<file path="src/logic/sfc_regs.svh">
// register map, field positions and reset values of the supply fault register bank
`ifndef SFC_REGS_SVH
`define SFC_REGS_SVH

// register indices; byte address is four times the index
`define SFC_IDX_STATUS   6'h12
`define SFC_IDX_CONFIG   6'h3f
`define SFC_IDX_CONTROL  6'h13
`define SFC_IDX_GFLAGS   6'h14
`define SFC_IDX_IRQ_STAT 6'h20
`define SFC_IDX_IRQ_CLR  6'h21
`define SFC_IDX_IRQ_EN   6'h22

// supply fault status fields
`define SFC_BIT_UV 3
`define SFC_BIT_OV 2
// configuration fields
`define SFC_BIT_TW_MASK  3
`define SFC_BIT_ULD_MASK 1
`define SFC_BIT_PWM_SWAP 0
// control field
`define SFC_BIT_LATCH 4
// global flag readback fields
`define SFC_BIT_GTW  0
`define SFC_BIT_GULD 1

// interrupt event positions
`define SFC_EV_UV  0
`define SFC_EV_OV  1
`define SFC_EV_TW  2
`define SFC_EV_ULD 3
`define SFC_NUM_EVT 4

`define SFC_RST_WORD 16'h0000
`define SFC_RST_DATA 32'h0000_0000
`define SFC_NUM_ULD  4

`endif

</file>
<file path="src/logic/sfc_pkg.sv">
// shared types of the supply fault register bank
package sfc_pkg;
`include "sfc_regs.svh"
    typedef logic [15:0]              sfc_word_t;
    typedef logic [`SFC_NUM_EVT-1:0]  sfc_evt_t;
    typedef logic [5:0]               sfc_idx_t;
endpackage

</file>
<file path="src/logic/sfc_top.sv">
// supply fault, global flag and pwm mapping register bank on classic wishbone
//
// The Wishbone interface to the registers was chosen for this implementation.
`include "sfc_regs.svh"
// Behaviour
// - supply undervoltage switches all output stages off at once and sets status bit D3.
// - supply overvoltage switches all output stages off at once and sets status bit D2.
// - with latch mode 0 the outputs come back by themselves once the supply is valid.
// - with latch mode 1 the outputs stay off until the host clears the undervoltage flag.
// - with latch mode 1 the outputs stay off until the host clears the overvoltage flag.
// - config bit D3 set suppresses the global thermal warning flag.
// - config bit D1 set keeps the global underload flag from ever being set.
// - config bit D0 chooses the pwm input for output two, first input when 1.
// - latch mode lives in control bit D4 and resets to 0, enabling recovery.
// - any per-output underload sets the global underload flag unless masked.
module sfc_top #(
    parameter int N_ULD = `SFC_NUM_ULD
) (
    input  wire logic             clk_i,                       // 40 MHz clock
    input  wire logic             rst_i,                       // sync reset, high
    input  wire logic             wb_cyc_i,                    // bus cycle
    input  wire logic             wb_stb_i,                    // strobe
    input  wire logic             wb_we_i,                     // write enable
    input  wire logic [7:0]       wb_adr_i,                    // byte address
    input  wire logic [3:0]       wb_sel_i,                    // byte lanes
    input  wire logic [31:0]      wb_dat_i,                    // write data
    output logic      [31:0]      wb_dat_o,                    // read data
    output logic                  wb_ack_o,                    // acknowledge
    input  wire logic             supply_undervoltage_i,       // supply below range
    input  wire logic             supply_overvoltage_i,        // supply above range
    input  wire logic             thermal_warning_i,           // raw thermal warning
    input  wire logic [N_ULD-1:0] underload_i,                 // per-output underload
    input  wire logic             first_pwm_input_i,           // pwm input one
    input  wire logic             second_pwm_input_i,          // pwm input two
    output logic                  outputs_enable_o,            // output stages on
    output logic                  first_half_bridge_output_o,  // drive of output one
    output logic                  second_half_bridge_output_o, // drive of output two
    output logic                  global_thermal_warning_o,    // global thermal flag
    output logic                  global_underload_o,          // global underload flag
    output logic                  irq_o                        // level interrupt
);

    ////////////////////////////////////////////////////////////////////////////
    // state

    logic              uv_reg;
    logic              uv_next;
    logic              ov_reg;
    logic              ov_next;
    logic              tw_mask_reg;
    logic              tw_mask_next;
    logic              uld_mask_reg;
    logic              uld_mask_next;
    logic              swap_reg;
    logic              swap_next;
    logic              latch_reg;
    logic              latch_next;
    logic              gtw_reg;
    logic              gtw_next;
    logic              guld_reg;
    logic              guld_next;
    logic              en_reg;
    logic              en_next;
    logic              p1_reg;
    logic              p1_next;
    logic              p2_reg;
    logic              p2_next;
    sfc_pkg::sfc_evt_t irq_stat_reg;
    sfc_pkg::sfc_evt_t irq_stat_next;
    sfc_pkg::sfc_evt_t irq_en_reg;
    sfc_pkg::sfc_evt_t irq_en_next;
    sfc_pkg::sfc_evt_t ev;
    sfc_pkg::sfc_evt_t clr;
    logic              irq_reg;
    logic              irq_next;
    logic              ack_reg;
    logic              ack_next;
    logic [31:0]       dat_reg;
    logic [31:0]       dat_next;

    ////////////////////////////////////////////////////////////////////////////
    // bus decode

    logic              req;
    logic              acc;
    logic              wr_lo;
    logic              rd_st;
    sfc_pkg::sfc_idx_t idx;

    // answer one cycle after the request; effects land on the acked edge
    assign req   = wb_cyc_i & wb_stb_i;
    assign acc   = req & ack_reg;
    assign idx   = wb_adr_i[7:2];
    assign wr_lo = acc & wb_we_i & wb_sel_i[0];
    assign rd_st = acc & ~wb_we_i & (idx == `SFC_IDX_STATUS);

    ////////////////////////////////////////////////////////////////////////////
    // flags, configuration and output control

    always_comb begin
        // sticky flags; a live condition outlasts the clearing read
        uv_next = supply_undervoltage_i | (uv_reg & ~rd_st);
        ov_next = supply_overvoltage_i | (ov_reg & ~rd_st);

        tw_mask_next  = tw_mask_reg;
        uld_mask_next = uld_mask_reg;
        swap_next     = swap_reg;
        latch_next    = latch_reg;
        if (wr_lo && idx == `SFC_IDX_CONFIG) begin
            tw_mask_next  = wb_dat_i[`SFC_BIT_TW_MASK];
            uld_mask_next = wb_dat_i[`SFC_BIT_ULD_MASK];
            swap_next     = wb_dat_i[`SFC_BIT_PWM_SWAP];
        end
        if (wr_lo && idx == `SFC_IDX_CONTROL) begin
            latch_next = wb_dat_i[`SFC_BIT_LATCH];
        end

        gtw_next  = thermal_warning_i & ~tw_mask_reg;
        guld_next = (|underload_i) & ~uld_mask_reg;

        // latched mode keeps the stages off while either flag is still set
        en_next = ~(supply_undervoltage_i | supply_overvoltage_i)
                  & ~(latch_reg & (uv_next | ov_next));

        p1_next = first_pwm_input_i & en_next;
        p2_next = (swap_reg ? first_pwm_input_i : second_pwm_input_i) & en_next;
    end

    ////////////////////////////////////////////////////////////////////////////
    // interrupts

    assign ev[`SFC_EV_UV]  = supply_undervoltage_i & ~uv_reg;
    assign ev[`SFC_EV_OV]  = supply_overvoltage_i & ~ov_reg;
    assign ev[`SFC_EV_TW]  = gtw_next & ~gtw_reg;
    assign ev[`SFC_EV_ULD] = guld_next & ~guld_reg;

    genvar g;
    generate
        for (g = 0; g < `SFC_NUM_EVT; g++) begin : g_irq
            // set wins over a simultaneous clear
            assign clr[g] = wr_lo & (idx == `SFC_IDX_IRQ_CLR) & wb_dat_i[g];
            assign irq_stat_next[g] = ev[g] | (irq_stat_reg[g] & ~clr[g]);
        end
    endgenerate

    always_comb begin
        irq_en_next = irq_en_reg;
        if (wr_lo && idx == `SFC_IDX_IRQ_EN) begin
            irq_en_next = wb_dat_i[`SFC_NUM_EVT-1:0];
        end
        irq_next = |(irq_stat_next & irq_en_next);
    end

    ////////////////////////////////////////////////////////////////////////////
    // read path and acknowledge

    always_comb begin
        ack_next = req & ~ack_reg;
        dat_next = `SFC_RST_DATA;
        // unmapped and write-only addresses read zero
        if (req && !ack_reg) begin
            case (idx)
                `SFC_IDX_STATUS: begin
                    dat_next[`SFC_BIT_UV] = uv_reg;
                    dat_next[`SFC_BIT_OV] = ov_reg;
                end
                `SFC_IDX_CONFIG: begin
                    dat_next[`SFC_BIT_TW_MASK]  = tw_mask_reg;
                    dat_next[`SFC_BIT_ULD_MASK] = uld_mask_reg;
                    dat_next[`SFC_BIT_PWM_SWAP] = swap_reg;
                end
                `SFC_IDX_CONTROL: begin
                    dat_next[`SFC_BIT_LATCH] = latch_reg;
                end
                `SFC_IDX_GFLAGS: begin
                    dat_next[`SFC_BIT_GTW]  = gtw_reg;
                    dat_next[`SFC_BIT_GULD] = guld_reg;
                end
                `SFC_IDX_IRQ_STAT: begin
                    dat_next[`SFC_NUM_EVT-1:0] = irq_stat_reg;
                end
                `SFC_IDX_IRQ_EN: begin
                    dat_next[`SFC_NUM_EVT-1:0] = irq_en_reg;
                end
                default: begin
                    dat_next = `SFC_RST_DATA;
                end
            endcase
        end
    end

    ////////////////////////////////////////////////////////////////////////////
    // registers

    always_ff @(posedge clk_i) begin
        if (rst_i) begin
            uv_reg       <= 1'b0;
            ov_reg       <= 1'b0;
            tw_mask_reg  <= 1'b0;
            uld_mask_reg <= 1'b0;
            swap_reg     <= 1'b0;
            latch_reg    <= 1'b0;
            gtw_reg      <= 1'b0;
            guld_reg     <= 1'b0;
            en_reg       <= 1'b0;
            p1_reg       <= 1'b0;
            p2_reg       <= 1'b0;
            irq_stat_reg <= '0;
            irq_en_reg   <= '0;
            irq_reg      <= 1'b0;
            ack_reg      <= 1'b0;
            dat_reg      <= `SFC_RST_DATA;
        end else begin
            uv_reg       <= uv_next;
            ov_reg       <= ov_next;
            tw_mask_reg  <= tw_mask_next;
            uld_mask_reg <= uld_mask_next;
            swap_reg     <= swap_next;
            latch_reg    <= latch_next;
            gtw_reg      <= gtw_next;
            guld_reg     <= guld_next;
            en_reg       <= en_next;
            p1_reg       <= p1_next;
            p2_reg       <= p2_next;
            irq_stat_reg <= irq_stat_next;
            irq_en_reg   <= irq_en_next;
            irq_reg      <= irq_next;
            ack_reg      <= ack_next;
            dat_reg      <= dat_next;
        end
    end

    assign wb_dat_o                    = dat_reg;
    assign wb_ack_o                    = ack_reg;
    assign outputs_enable_o            = en_reg;
    assign first_half_bridge_output_o  = p1_reg;
    assign second_half_bridge_output_o = p2_reg;
    assign global_thermal_warning_o    = gtw_reg;
    assign global_underload_o          = guld_reg;
    assign irq_o                       = irq_reg;

    ////////////////////////////////////////////////////////////////////////////
    // assertions

    property p_uv_off;
        @(posedge clk_i) disable iff (rst_i)
        supply_undervoltage_i |=> !outputs_enable_o && uv_reg && !second_half_bridge_output_o;
    endproperty
    a_uv_off: assert property (p_uv_off) else $error("undervoltage did not shut down");

    property p_ov_off;
        @(posedge clk_i) disable iff (rst_i)
        supply_overvoltage_i |=> !outputs_enable_o && ov_reg && !first_half_bridge_output_o;
    endproperty
    a_ov_off: assert property (p_ov_off) else $error("overvoltage did not shut down");

    property p_auto_on;
        @(posedge clk_i) disable iff (rst_i)
        !latch_reg && $fell(supply_undervoltage_i | supply_overvoltage_i)
            && !supply_undervoltage_i && !supply_overvoltage_i |=> outputs_enable_o;
    endproperty
    a_auto_on: assert property (p_auto_on) else $error("no automatic recovery");

    property p_uv_latched;
        @(posedge clk_i) disable iff (rst_i)
        latch_reg && uv_reg && !rd_st |=> !outputs_enable_o && uv_reg;
    endproperty
    a_uv_latched: assert property (p_uv_latched) else $error("uv latch released");

    property p_ov_latched;
        @(posedge clk_i) disable iff (rst_i)
        latch_reg && ov_reg && !rd_st |=> !outputs_enable_o && ov_reg;
    endproperty
    a_ov_latched: assert property (p_ov_latched) else $error("ov latch released");

    property p_tw_mask;
        @(posedge clk_i) disable iff (rst_i)
        tw_mask_reg || !thermal_warning_i |=> !global_thermal_warning_o;
    endproperty
    a_tw_mask: assert property (p_tw_mask) else $error("thermal flag not suppressed");

    property p_uld_mask;
        @(posedge clk_i) disable iff (rst_i)
        uld_mask_reg [*2] |-> !global_underload_o;
    endproperty
    a_uld_mask: assert property (p_uld_mask) else $error("masked underload flag set");

    property p_swap;
        @(posedge clk_i) disable iff (rst_i)
        swap_reg |=> second_half_bridge_output_o
            == ($past(first_pwm_input_i) & outputs_enable_o);
    endproperty
    a_swap: assert property (p_swap) else $error("output two pwm mapping wrong");

    property p_latch_rst;
        @(posedge clk_i)
        rst_i |=> !latch_reg && !uv_reg && !ov_reg && !swap_reg && !tw_mask_reg;
    endproperty
    a_latch_rst: assert property (p_latch_rst) else $error("reset value not zero");

    property p_uld_set;
        @(posedge clk_i) disable iff (rst_i)
        (|underload_i) && !uld_mask_reg |=> global_underload_o;
    endproperty
    a_uld_set: assert property (p_uld_set) else $error("global underload not set");

    property p_reserved;
        @(posedge clk_i) disable iff (rst_i)
        wb_ack_o |-> wb_dat_o[31:5] == 27'h0;
    endproperty
    a_reserved: assert property (p_reserved) else $error("unused bits not zero");

    property p_irq;
        @(posedge clk_i) disable iff (rst_i)
        supply_undervoltage_i && !uv_reg && irq_en_reg[`SFC_EV_UV]
            && !(wr_lo && idx == `SFC_IDX_IRQ_EN) |=> irq_o;
    endproperty
    a_irq: assert property (p_irq) else $error("undervoltage interrupt missing");

endmodule

</file>
<file path="config.mk">
export PLATFORM = sky130hd
export DESIGN_NAME = sfc_top
export DESIGN_NICKNAME = d
export VERILOG_FILES = /design/src/logic/sfc_pkg.sv /design/src/logic/sfc_top.sv
export VERILOG_INCLUDE_DIRS = /design/src /design/src/logic
export SDC_FILE = /design/constraint.sdc
export NUM_CORES = 1
export LEC_CHECK = 0
export BUFFER_PORTS_ARGS = -buffer_cell sky130_fd_sc_hd__buf_2
export CORE_ASPECT_RATIO = 0.7
export CORE_MARGIN = 2
export CORE_UTILIZATION = 38
export CTS_BUF_LIST = sky130_fd_sc_hd__clkbuf_4
export DETAILED_ROUTE_END_ITERATION = 12
export GPL_ROUTABILITY_DRIVEN = 0
export PLACE_DENSITY = 0.86
export SYNTH_ARGS = -nofsm -noshare
export SYNTH_HDL_FRONTEND = slang
export SYNTH_SLANG_ARGS = --single-unit
</file>
<file path="constraint.sdc">
create_clock -name clk_i -period 2 [get_ports clk_i]
set_input_delay 0.1 -clock clk_i [delete_from_list [all_inputs] [get_ports clk_i]]
set_output_delay 0.1 -clock clk_i [all_outputs]
set_load 0.01 [all_outputs]
</file>
==> results of run 1 <==
-- worst min-delay path: cells and delay by family --
kind / cells / cell delay, ns
mux: 1 / 0.06
buf+inv: 1 / 0.08
simple gates: 1 / 0.07
-- metal layers --
layer | vias up | GRT usage (%) | wire [um]
met2 | 57 | 26.3 | 1390
met3 | 12 | 6.37 | 271
met1 | 544 | 19.1 | 1400
li1 | 563 | - | -
met4 | 0 | 2.98 | 70
met5 | - | 0 | 0
-- synthesized netlist by cell type (2+ instances only) --
cell type / count / share of area [%]
nor4_1: 3 / 1.4
dfxtp_1: 26 / 39
a21oi_1: 4 / 1.5
a22oi_1: 4 / 2.2
nand2b_1: 2 / 0.93
a2111o_1: 2 / 1.7
nand3_1: 3 / 1.1
nand2_1: 5 / 1.4
nor2_1: 16 / 4.5
a221o_1: 2 / 1.5
clkbuf_1: 2 / 0.56
mux2i_1: 6 / 4.5
mux2_2: 7 / 5.9
inv_1: 5 / 1.4
nor3_1: 4 / 1.5
nor3b_1: 2 / 1.1
nor2b_1: 10 / 4.7
buf_4: 27 / 15
-- power breakdown --
part / total, uW / switching, uW / internal [uW]
registers: 546 / 12.6 / 533
clock network: 216 / 143 / 73.1
logic: 146 / 82.2 / 63.3
-- cells in the final DEF, fill, tap and decap left out, drive strengths merged --
cell type	netlist	final
buf	28	48
conb	1	27
dfxtp	26	26
nor2	16	16
nor2b	10	10
mux2	7	7
mux2i	6	6
nand2	5	5
inv	5	5
nor3	4	4
a22oi	4	4
a21oi	4	4
nor4	4	4
clkbuf	2	3
nand3	3	3
nor3b	2	2
a2111o	2	2
nand2b	2	2
a221o	2	2
or3	2	2
or4	2	2
nand3b	1	1
o41a	1	1
or4b	1	1
a211oi	1	1
a211o	1	1
a2bb2oi	1	1
a222oi	1	1
or4bb	1	1
o31ai	1	1
clkinv	0	1
dlygate4sd3	0	1
-- kinds of logic (layout without fill, tap and decap cells) --
family	count (synthesis)	after routing	synth area share, %
AO/OA/AOI/OAI	18	18	10.9
buffers and inverters	35	58	17.3
flip-flops	26	26	38.8
multiplexers	13	13	10.3
other	1	27	0.279
AND/OR/NAND/NOR	53	53	22.4
-- stage by stage --
stage	hold WS [ns]	setup TNS (ns)
6_report	0.0111	0
5_1_grt	0.0213	-0.0292
4_1_cts	0.000998	0
3_5_place_dp	0.340	-0.539
3_3_place_gp	0.335	-0.480
2_1_floorplan	0.212	0
-- layout make-up --
class / count / area [um^2]
Clock buffer: 3 / 22.5
Timing Repair Buffer: 49 / 278
Clock inverter: 1 / 3.75
Multi-Input combinational cell: 111 / 704
Sequential cell: 26 / 522
Inverter: 5 / 18.8
Fill cell: 340 / 1830
Tap cell: 50 / 62.6
-- repair_timing --
action	4_1_cts	5_1_grt
endpoints found under the hold margin	0	1
pin swaps	1	4
hold buffers	0	1
buffers inserted	1	1
endpoints found under the setup margin	2	4
gates resized for setup	0	2
-- path summary, 6_finish.rpt --
| kind | to | slack, ns |
|---|---|---|
| min reg2reg | wb_dat_o[4] | 0.48 |
| min | latch_reg | 0.01 |
| max | second_half_bridge_output_o | 0.06 |
| max reg2reg | second_half_bridge_output_o | 0.06 |
==> metrics.csv, run 1 <==
metric;value;unit
cp_common_cell;a2111o_1;
avgSynthCellArea;9.20;um^2
coreArea;3450;um^2
ir_worst_vdd;334;uV
cp_max_fo;5;
clk_pin_slew;0.13;ns
totalWireLength;3130;um
dieArea;4030;um^2
maxCapViolations;0;
h-tree-depth;1;
ant_nets;0;
pwr_density_cell;563;nW/um^2
grt_pass1_wl;4610;um
fin_area;1610;um^2
total_power;908;uW
grt_antenna_before_repair;0;
pre_cts_ws;-0.167;ns
cts_sinks;26;
reg2reg_from;wb_ack_o;
die_y;53.7;um
grt_pass1_vias;1014;
post-route-util;46.8;%
async_flop_share;0;%
critPathMaxStageDelay;0.49;ns
wl_per_cell;12.8;um
grt_max_degree;19;
cp-start-kind;register;
worst-path-buf-inv;0;
instances_no_fill;245;
skew;0.00354;ns
layout_setup_ws;0.0598;ns
dp_cells;238;
hold_start;wb_dat_i[4];
numCtsBuffers;3;
hold_viol;0;
min-delay-path-class;in2reg;
drt_iter0_drc;114;
finalSetupViolCount;0;
port_buffers;37;
ys_ff_latch;26;
synthCells;146;
ios;97;
cts_tree;done;
drt_first_pass_iters;4;
yosysUniqueCellTypes;34;
crit_path_end_kind;register;
cp.arrival;2.21;ns
synth_area;1340;um^2
syn2layout_area_growth;20.0;%
ctsRootBufferMaster;clkbuf_4;
fmax;515;MHz
synth_edf_count;0;
yosys_warnings;0;
fin_nets;254;
ys_seq_area_share;38.8;%
gr-total-overflow;0;
dpl-instance-area;1550;um^2
slew_viol_final;0;
fp.dieW;75.0;um
path_cells;nand3_4 > or4_4 > a2111o_1 > a2111o_1 > nor2_1;
route.detailed.drc;0;
fin_crit;1.94;ns
hold_depth;3;
grt_setup_unrepaired;true;
critical_path_class;reg2reg;
layout-drive-gt1-share;32.8;%
status;finished clean;
cp-startpoint;wb_ack_o;
fin_crit_sh;97.0;%
critPathTopFamily;compound AO/OA/AOI/OAI gates;
rows;18;
dp_hpwl;2440;um
detail_route.vias_per_cell;4.80;
grtUsageTotal;15.6;%
clk_latency;0.31;ns
r2r_cells;5;
start_util;39.0;%
largest_reg_flops;5;
cp_slowest_cell;or4_4;
clk_path_buf_depth;2;
cp_num_cells;5;
antenna_cells;0;
p_leak;0.000724;uW
vias;1176;
synth_ff_type;dfxtp_1;
critPathRequiredTime;2.27;ns
No activity file was read; power rests on OpenSTA's default activity.
==> run 2, diff against run 1 <==
ABC_AREA = 1   (was default)
CORE_UTILIZATION = 39   (was 38)
PLACE_DENSITY = 0.85   (was 0.86)
REMOVE_ABC_BUFFERS = 1   (was default)
==> run 2 against run 1 <==
Against the previous run:
- worst hold slack gained 0.015 ns
- fmax grew 31%
- global-route usage shrank 1.5 points
- cell area grew 3.9%
- synthesized cell count grew 39%
- sequential power shrank 1%
- via count grew 12%
- largest cell class unchanged
==> metrics.csv, run 2 <==
metric;value;unit
status;finished clean;
cp_slowest_cell;dfxtp_1;
coreArea;3580;um^2
grt_antenna_before_repair;0;
start_util;41.4;%
die_y;55.6;um
ir_worst_vdd;256;uV
fmax;674;MHz
pwr_density_cell;543;nW/um^2
fp.dieW;77.7;um
p_leak;0.000810;uW
ys_ff_latch;26;
postCtsHoldBufs;2;
yosys-top-cells-count;nand2_1, buf_4, dfxtp_1;
fin_crit;1.48;ns
rows;18;
ctsRootBufferMaster;clkbuf_4;
cp_max_fo;9;
detail_route.vias_per_cell;4.48;
vias;1316;
synth_xor_area_share;0;%
cts_sinks;26;
maxCapViolations;0;
final_common_cell;nand2_1;
slew_viol_final;0;
synth_top_area_share;35.1;%
cp_common_cell;nand2_1;
route.detailed.drc;0;
gr-usage-met1;19.8;%
clk_path_buf_depth;2;
yosysTopAreaCell;dfxtp_1;
grtUsageMet2;21.7;%
syn2layout_area_growth;12.9;%
cts_tree;done;
synthCells;203;
yosys-top-cells-area;dfxtp_1, buf_4, nand2_1, inv_1, a21oi_1;
skew;0.00744;ns
cp-start-kind;register;
dp_hpwl;2560;um
antenna_cells;0;
critPathMaxStageDelay;0.43;ns
busiest_layer;met2;
synth_area;1480;um^2
dieArea;4320;um^2
path_cells;nand3_2 > nor2_4 > nand3_4 > nand2_1 > nand2_1 > nand2_1 > nand2_1 > nor2_1 > nor2_1;
clk_pin_slew;0.14;ns
grt_pass1_vias;1097;
layout-drive-gt1-share;25.8;%
largest_reg_flops;5;
synth_adder_area_share;0;%
ios;97;
ant_nets;0;
port_buffers;37;
synth.most_common_cell;nand2_1;
yosysUniqueCellTypes;27;
ys_seq_area_share;35.1;%
numCtsBuffers;3;
synth_ff_type;dfxtp_1;
h-tree-depth;1;
grt_use_met3;4.38;%
critical_path_class;reg2reg;
synth-simple-area-share;31.9;%
grt_pass1_wl;4840;um
crit_path_end_kind;register;
drt_iter0_drc;73;
clk_latency;0.33;ns
grt_setup_unrepaired;false;
async_flop_share;0;%
post_cts_buffers;0;
hold_viol;0;
synth_mux_area_share;0;%
grtUsageTotal;14.1;%
critPathTopFamily;simple AND/OR/NAND/NOR gates;
cp.arrival;1.71;ns
drt_first_pass_iters;4;
ctsResizeCount;0;
fin_tns_setup;0;ns
final_cell_mix;nand2_1, buf_2, conb_1;
worst-path-buf-inv;0;
fin_crit_sh;74.2;%
finalSetupViolCount;0;
fillers;391;
totalWireLength;3120;um
synth_edf_count;0;
wl_per_cell;10.6;um
synth-compound-area-share;12.2;%
gr-total-overflow;0;
critPathRequiredTime;2.22;ns
total_power;909;uW
grt_max_degree;17;
yosys_warnings;0;
avgSynthCellArea;7.30;um^2
fin_nets;303;
min-delay-path-class;in2reg;
synth_top_family_by_area;simple AND/OR/NAND/NOR gates;
-- run 2: metal layers --
metal | wire (um) | share of wire, %
met1 | 1440 | 46
met2 | 1400 | 45
met5 | 0 | 0
met3 | 276 | 8.9
met4 | 0 | 0
-- run 2: cell type report --
cell class                      instances  area, um^2  share of cell area (%)
Tap cell                               50        62.6                    3.74
Inverter                               25        93.8                    5.61
Timing Repair Buffer                   40         215                    12.9
Multi-Input combinational cell        149         756                    45.1
Clock buffer                            3        22.5                    1.35
Sequential cell                        26         520                    31.1
Clock inverter                          1        3.75                   0.224
-- run 2: where the power goes --
part	total, uW	leakage (uW)	switching [uW]	internal (uW)
clock network	227	0.0000154	154	73.3
registers	540	0.000212	7.96	532
logic	141	0.000582	94.8	46.4
-- run 2: cell families (layout without fill, tap and decap cells) --
kind of cell,after synthesis,count (layout)
AO/OA/AOI/OAI,31,31
AND/OR/NAND/NOR,91,91
buffers and inverters,54,69
other,1,27
flip-flops,26,26
-- run 2: path summary, 6_finish.rpt --
| path | start | endpoint | slack (ns) | depth (start not counted) |
|---|---|---|---|---|
| hold reg to reg | latch_reg | wb_dat_o[4] | 0.49 | 2 |
| setup / recovery | wb_ack_o | irq_o | 0.52 | 9 |
| hold / removal | second_pwm_input_i | second_half_bridge_output_o | 0.03 | 3 |
| setup reg to reg | wb_ack_o | irq_o | 0.52 | 9 |
-- run 2: through the flow --
step	cells	instance area, um^2	hold WS [ns]	util (%)	setup slack [ns]
2_1_floorplan	200	1370	0.169	-	0.676
6_report	294	1670	0.0257	46.8	0.516
3_5_place_dp	287	1620	0.343	45.2	0.536
5_1_grt	294	1670	0.00807	46.8	0.398
3_3_place_gp	287	1620	0.336	45.2	0.567
4_1_cts	293	1660	0.0151	46.5	0.501
-- run 2: tightest hold or removal path: stages --
cell     delay [ns]
buf_2          0.07
o21ai_0        0.06
nor2_1         0.09
==> run 3, diff against run 2 <==
ABC_AREA = 0   (was 1)
CORE_UTILIZATION = 38   (was 39)
PLACE_DENSITY = 0.86   (was 0.85)
clock period = 1.3 ns   (was 2 ns; I/O delays follow)
==> run 3 against run 2 <==
Against the previous run:
- the flow now finishes with violations (negative hold slack, negative setup slack)
- total power increased by 84%
- sequential share of layout area decreased by 3.5 points
- die area shrank 6.6%
- worst hold slack worse by 0.030 ns
- sequential power rose by 55%
- critical path type unchanged
- largest cell class unchanged
==> metrics.csv, run 3 (synthesis gave the netlist of run 1 again) <==
metric;value;unit
clk_path_buf_depth;2;
fillers;318;
min-delay-path-class;in2reg;
status;finished with violations;
pwr_density_cell;886;nW/um^2
fmax;534;MHz
clk_pin_slew;0.14;ns
grt_pass1_wl;5060;um
critPathRequiredTime;1.57;ns
gr-usage-met1;23.5;%
drt_first_pass_iters;4;
critical_path_class;reg2reg;
clk_latency;0.32;ns
grt_pass1_vias;1083;
multi_input_area;800;um^2
h-tree-depth;1;
busiest_layer;met2;
ctsRootBufferMaster;clkbuf_4;
hold_depth;3;
final_common_cell;buf_2;
layout_setup_ws;-0.574;ns
grt_use_met3;5.99;%
cp.arrival;2.15;ns
cp-start-kind;register;
grtUsageMet2;25.3;%
ir_worst_vdd;399;uV
skew;0.00218;ns
ant_nets;0;
port_buffers;37;
dp_hpwl;2480;um
layout-drive-gt1-share;41.3;%
fin_worst_hold_slack;-0.00434;ns
grt_max_degree;16;
gr-total-overflow;0;
cts_sinks;26;
pre_cts_ws;-0.805;ns
syn2layout_area_growth;40.9;%
final_cell_mix;buf_2, conb_1, dfxtp_1;
slew_viol_final;0;
wl_per_cell;13.1;um
coreArea;3450;um^2
instances_no_fill;263;
cp_common_cell;a2111o_1;
dieArea;4030;um^2
ios;97;
hold_viol;1;
numCtsBuffers;3;
die_y;53.7;um
p_leak;0.000854;uW
rows;18;
cts_tree;done;
fin_crit_sh;144;%
detail_route.vias_per_cell;4.63;
totalWireLength;3440;um
cp_slowest_cell;or4_4;
dp_cells;252;
route.detailed.drc;0;
largest_reg_flops;5;
register_area;522;um^2
finalSetupViolCount;16;
cp_max_fo;3;
start_util;39.0;%
path_cells;nand3_4 > or4_4 > a2111o_1 > a2111o_1 > nor2_1;
grt_setup_unrepaired;true;
fin_nets;272;
fin_crit;1.87;ns
vias;1218;
drt_iter0_drc;88;
antenna_cells;0;
critPathMaxStageDelay;0.49;ns
maxCapViolations;0;
fp.dieW;75.0;um
grt_antenna_before_repair;0;
violations;negative hold slack, negative setup slack;
crit_path_end_kind;register;
grtUsageTotal;17.0;%
fin_tns_setup;-4.99;ns
r2r_cells;5;
-- run 3: cell count changes in the layout (fill, tap and decap cells not counted), sizes merged, moves of 6 or more --
cell,change
nor2b,+10
nor2,-9
inv,-20
o21ai,-9
mux2i,+6
buf,+25
a21oi,-14
nand2,-39
mux2,+7
nand3,-13
-- run 3: power breakdown --
group	internal [uW]	switching (uW)
Combinational	130	150
Clock	312	245
Sequential	821	16.9
-- run 3: worst paths after layout --
| kind | start | to | slack (ns) |
|---|---|---|---|
| worst min register to register | uld_mask_reg | global_underload_o | 0.50 |
| worst max-delay path | wb_ack_o | first_half_bridge_output_o | -0.57 |
| worst min-delay path | supply_overvoltage_i | ov_reg | -0.004 |
| worst max register to register | wb_ack_o | first_half_bridge_output_o | -0.57 |
-- run 3: area by class of cell --
type / instances / share of cell area (%)
Clock inverter: 1 / 1.59
Inverter: 5 / 1.12
Timing Repair Buffer: 67 / 22.9
Clock buffer: 3 / 1.19
Tap cell: 50 / 3.31
Sequential cell: 26 / 27.6
Multi-Input combinational cell: 111 / 42.3
-- run 3: through the flow --
step / power (uW) / area [um^2] / util (%)
after floorplan: 962 / 1230 / -
after global placement: 1080 / 1650 / 47.8
after detailed placement: 1090 / 1650 / 47.8
after CTS: 1670 / 1830 / 53.2
after global routing: 1750 / 1890 / 54.9
final: 1680 / 1890 / 54.9
-- run 3: per-layer routing --
metal	vias to the layer above	wire length [um]
li1	592	-
met1	566	1440
met2	52	1570
met3	8	336
met4	0	87
met5	-	0
-- run 3: critical path: cells and delay by family, from the launching register on --
family           cells  cell delay (ns)
flip-flops           1             0.38
AND/OR/NAND/NOR      3             0.67
AO/OA/AOI/OAI        2             0.77
-- run 3: what timing repair did --
action	CTS	global route
resized for setup	15	10
endpoints found under the hold margin	6	0
hold buffers	5	0
setup buffers	2	0
pin swaps	13	2
setup endpoints to repair	17	19
gates cloned	0	0
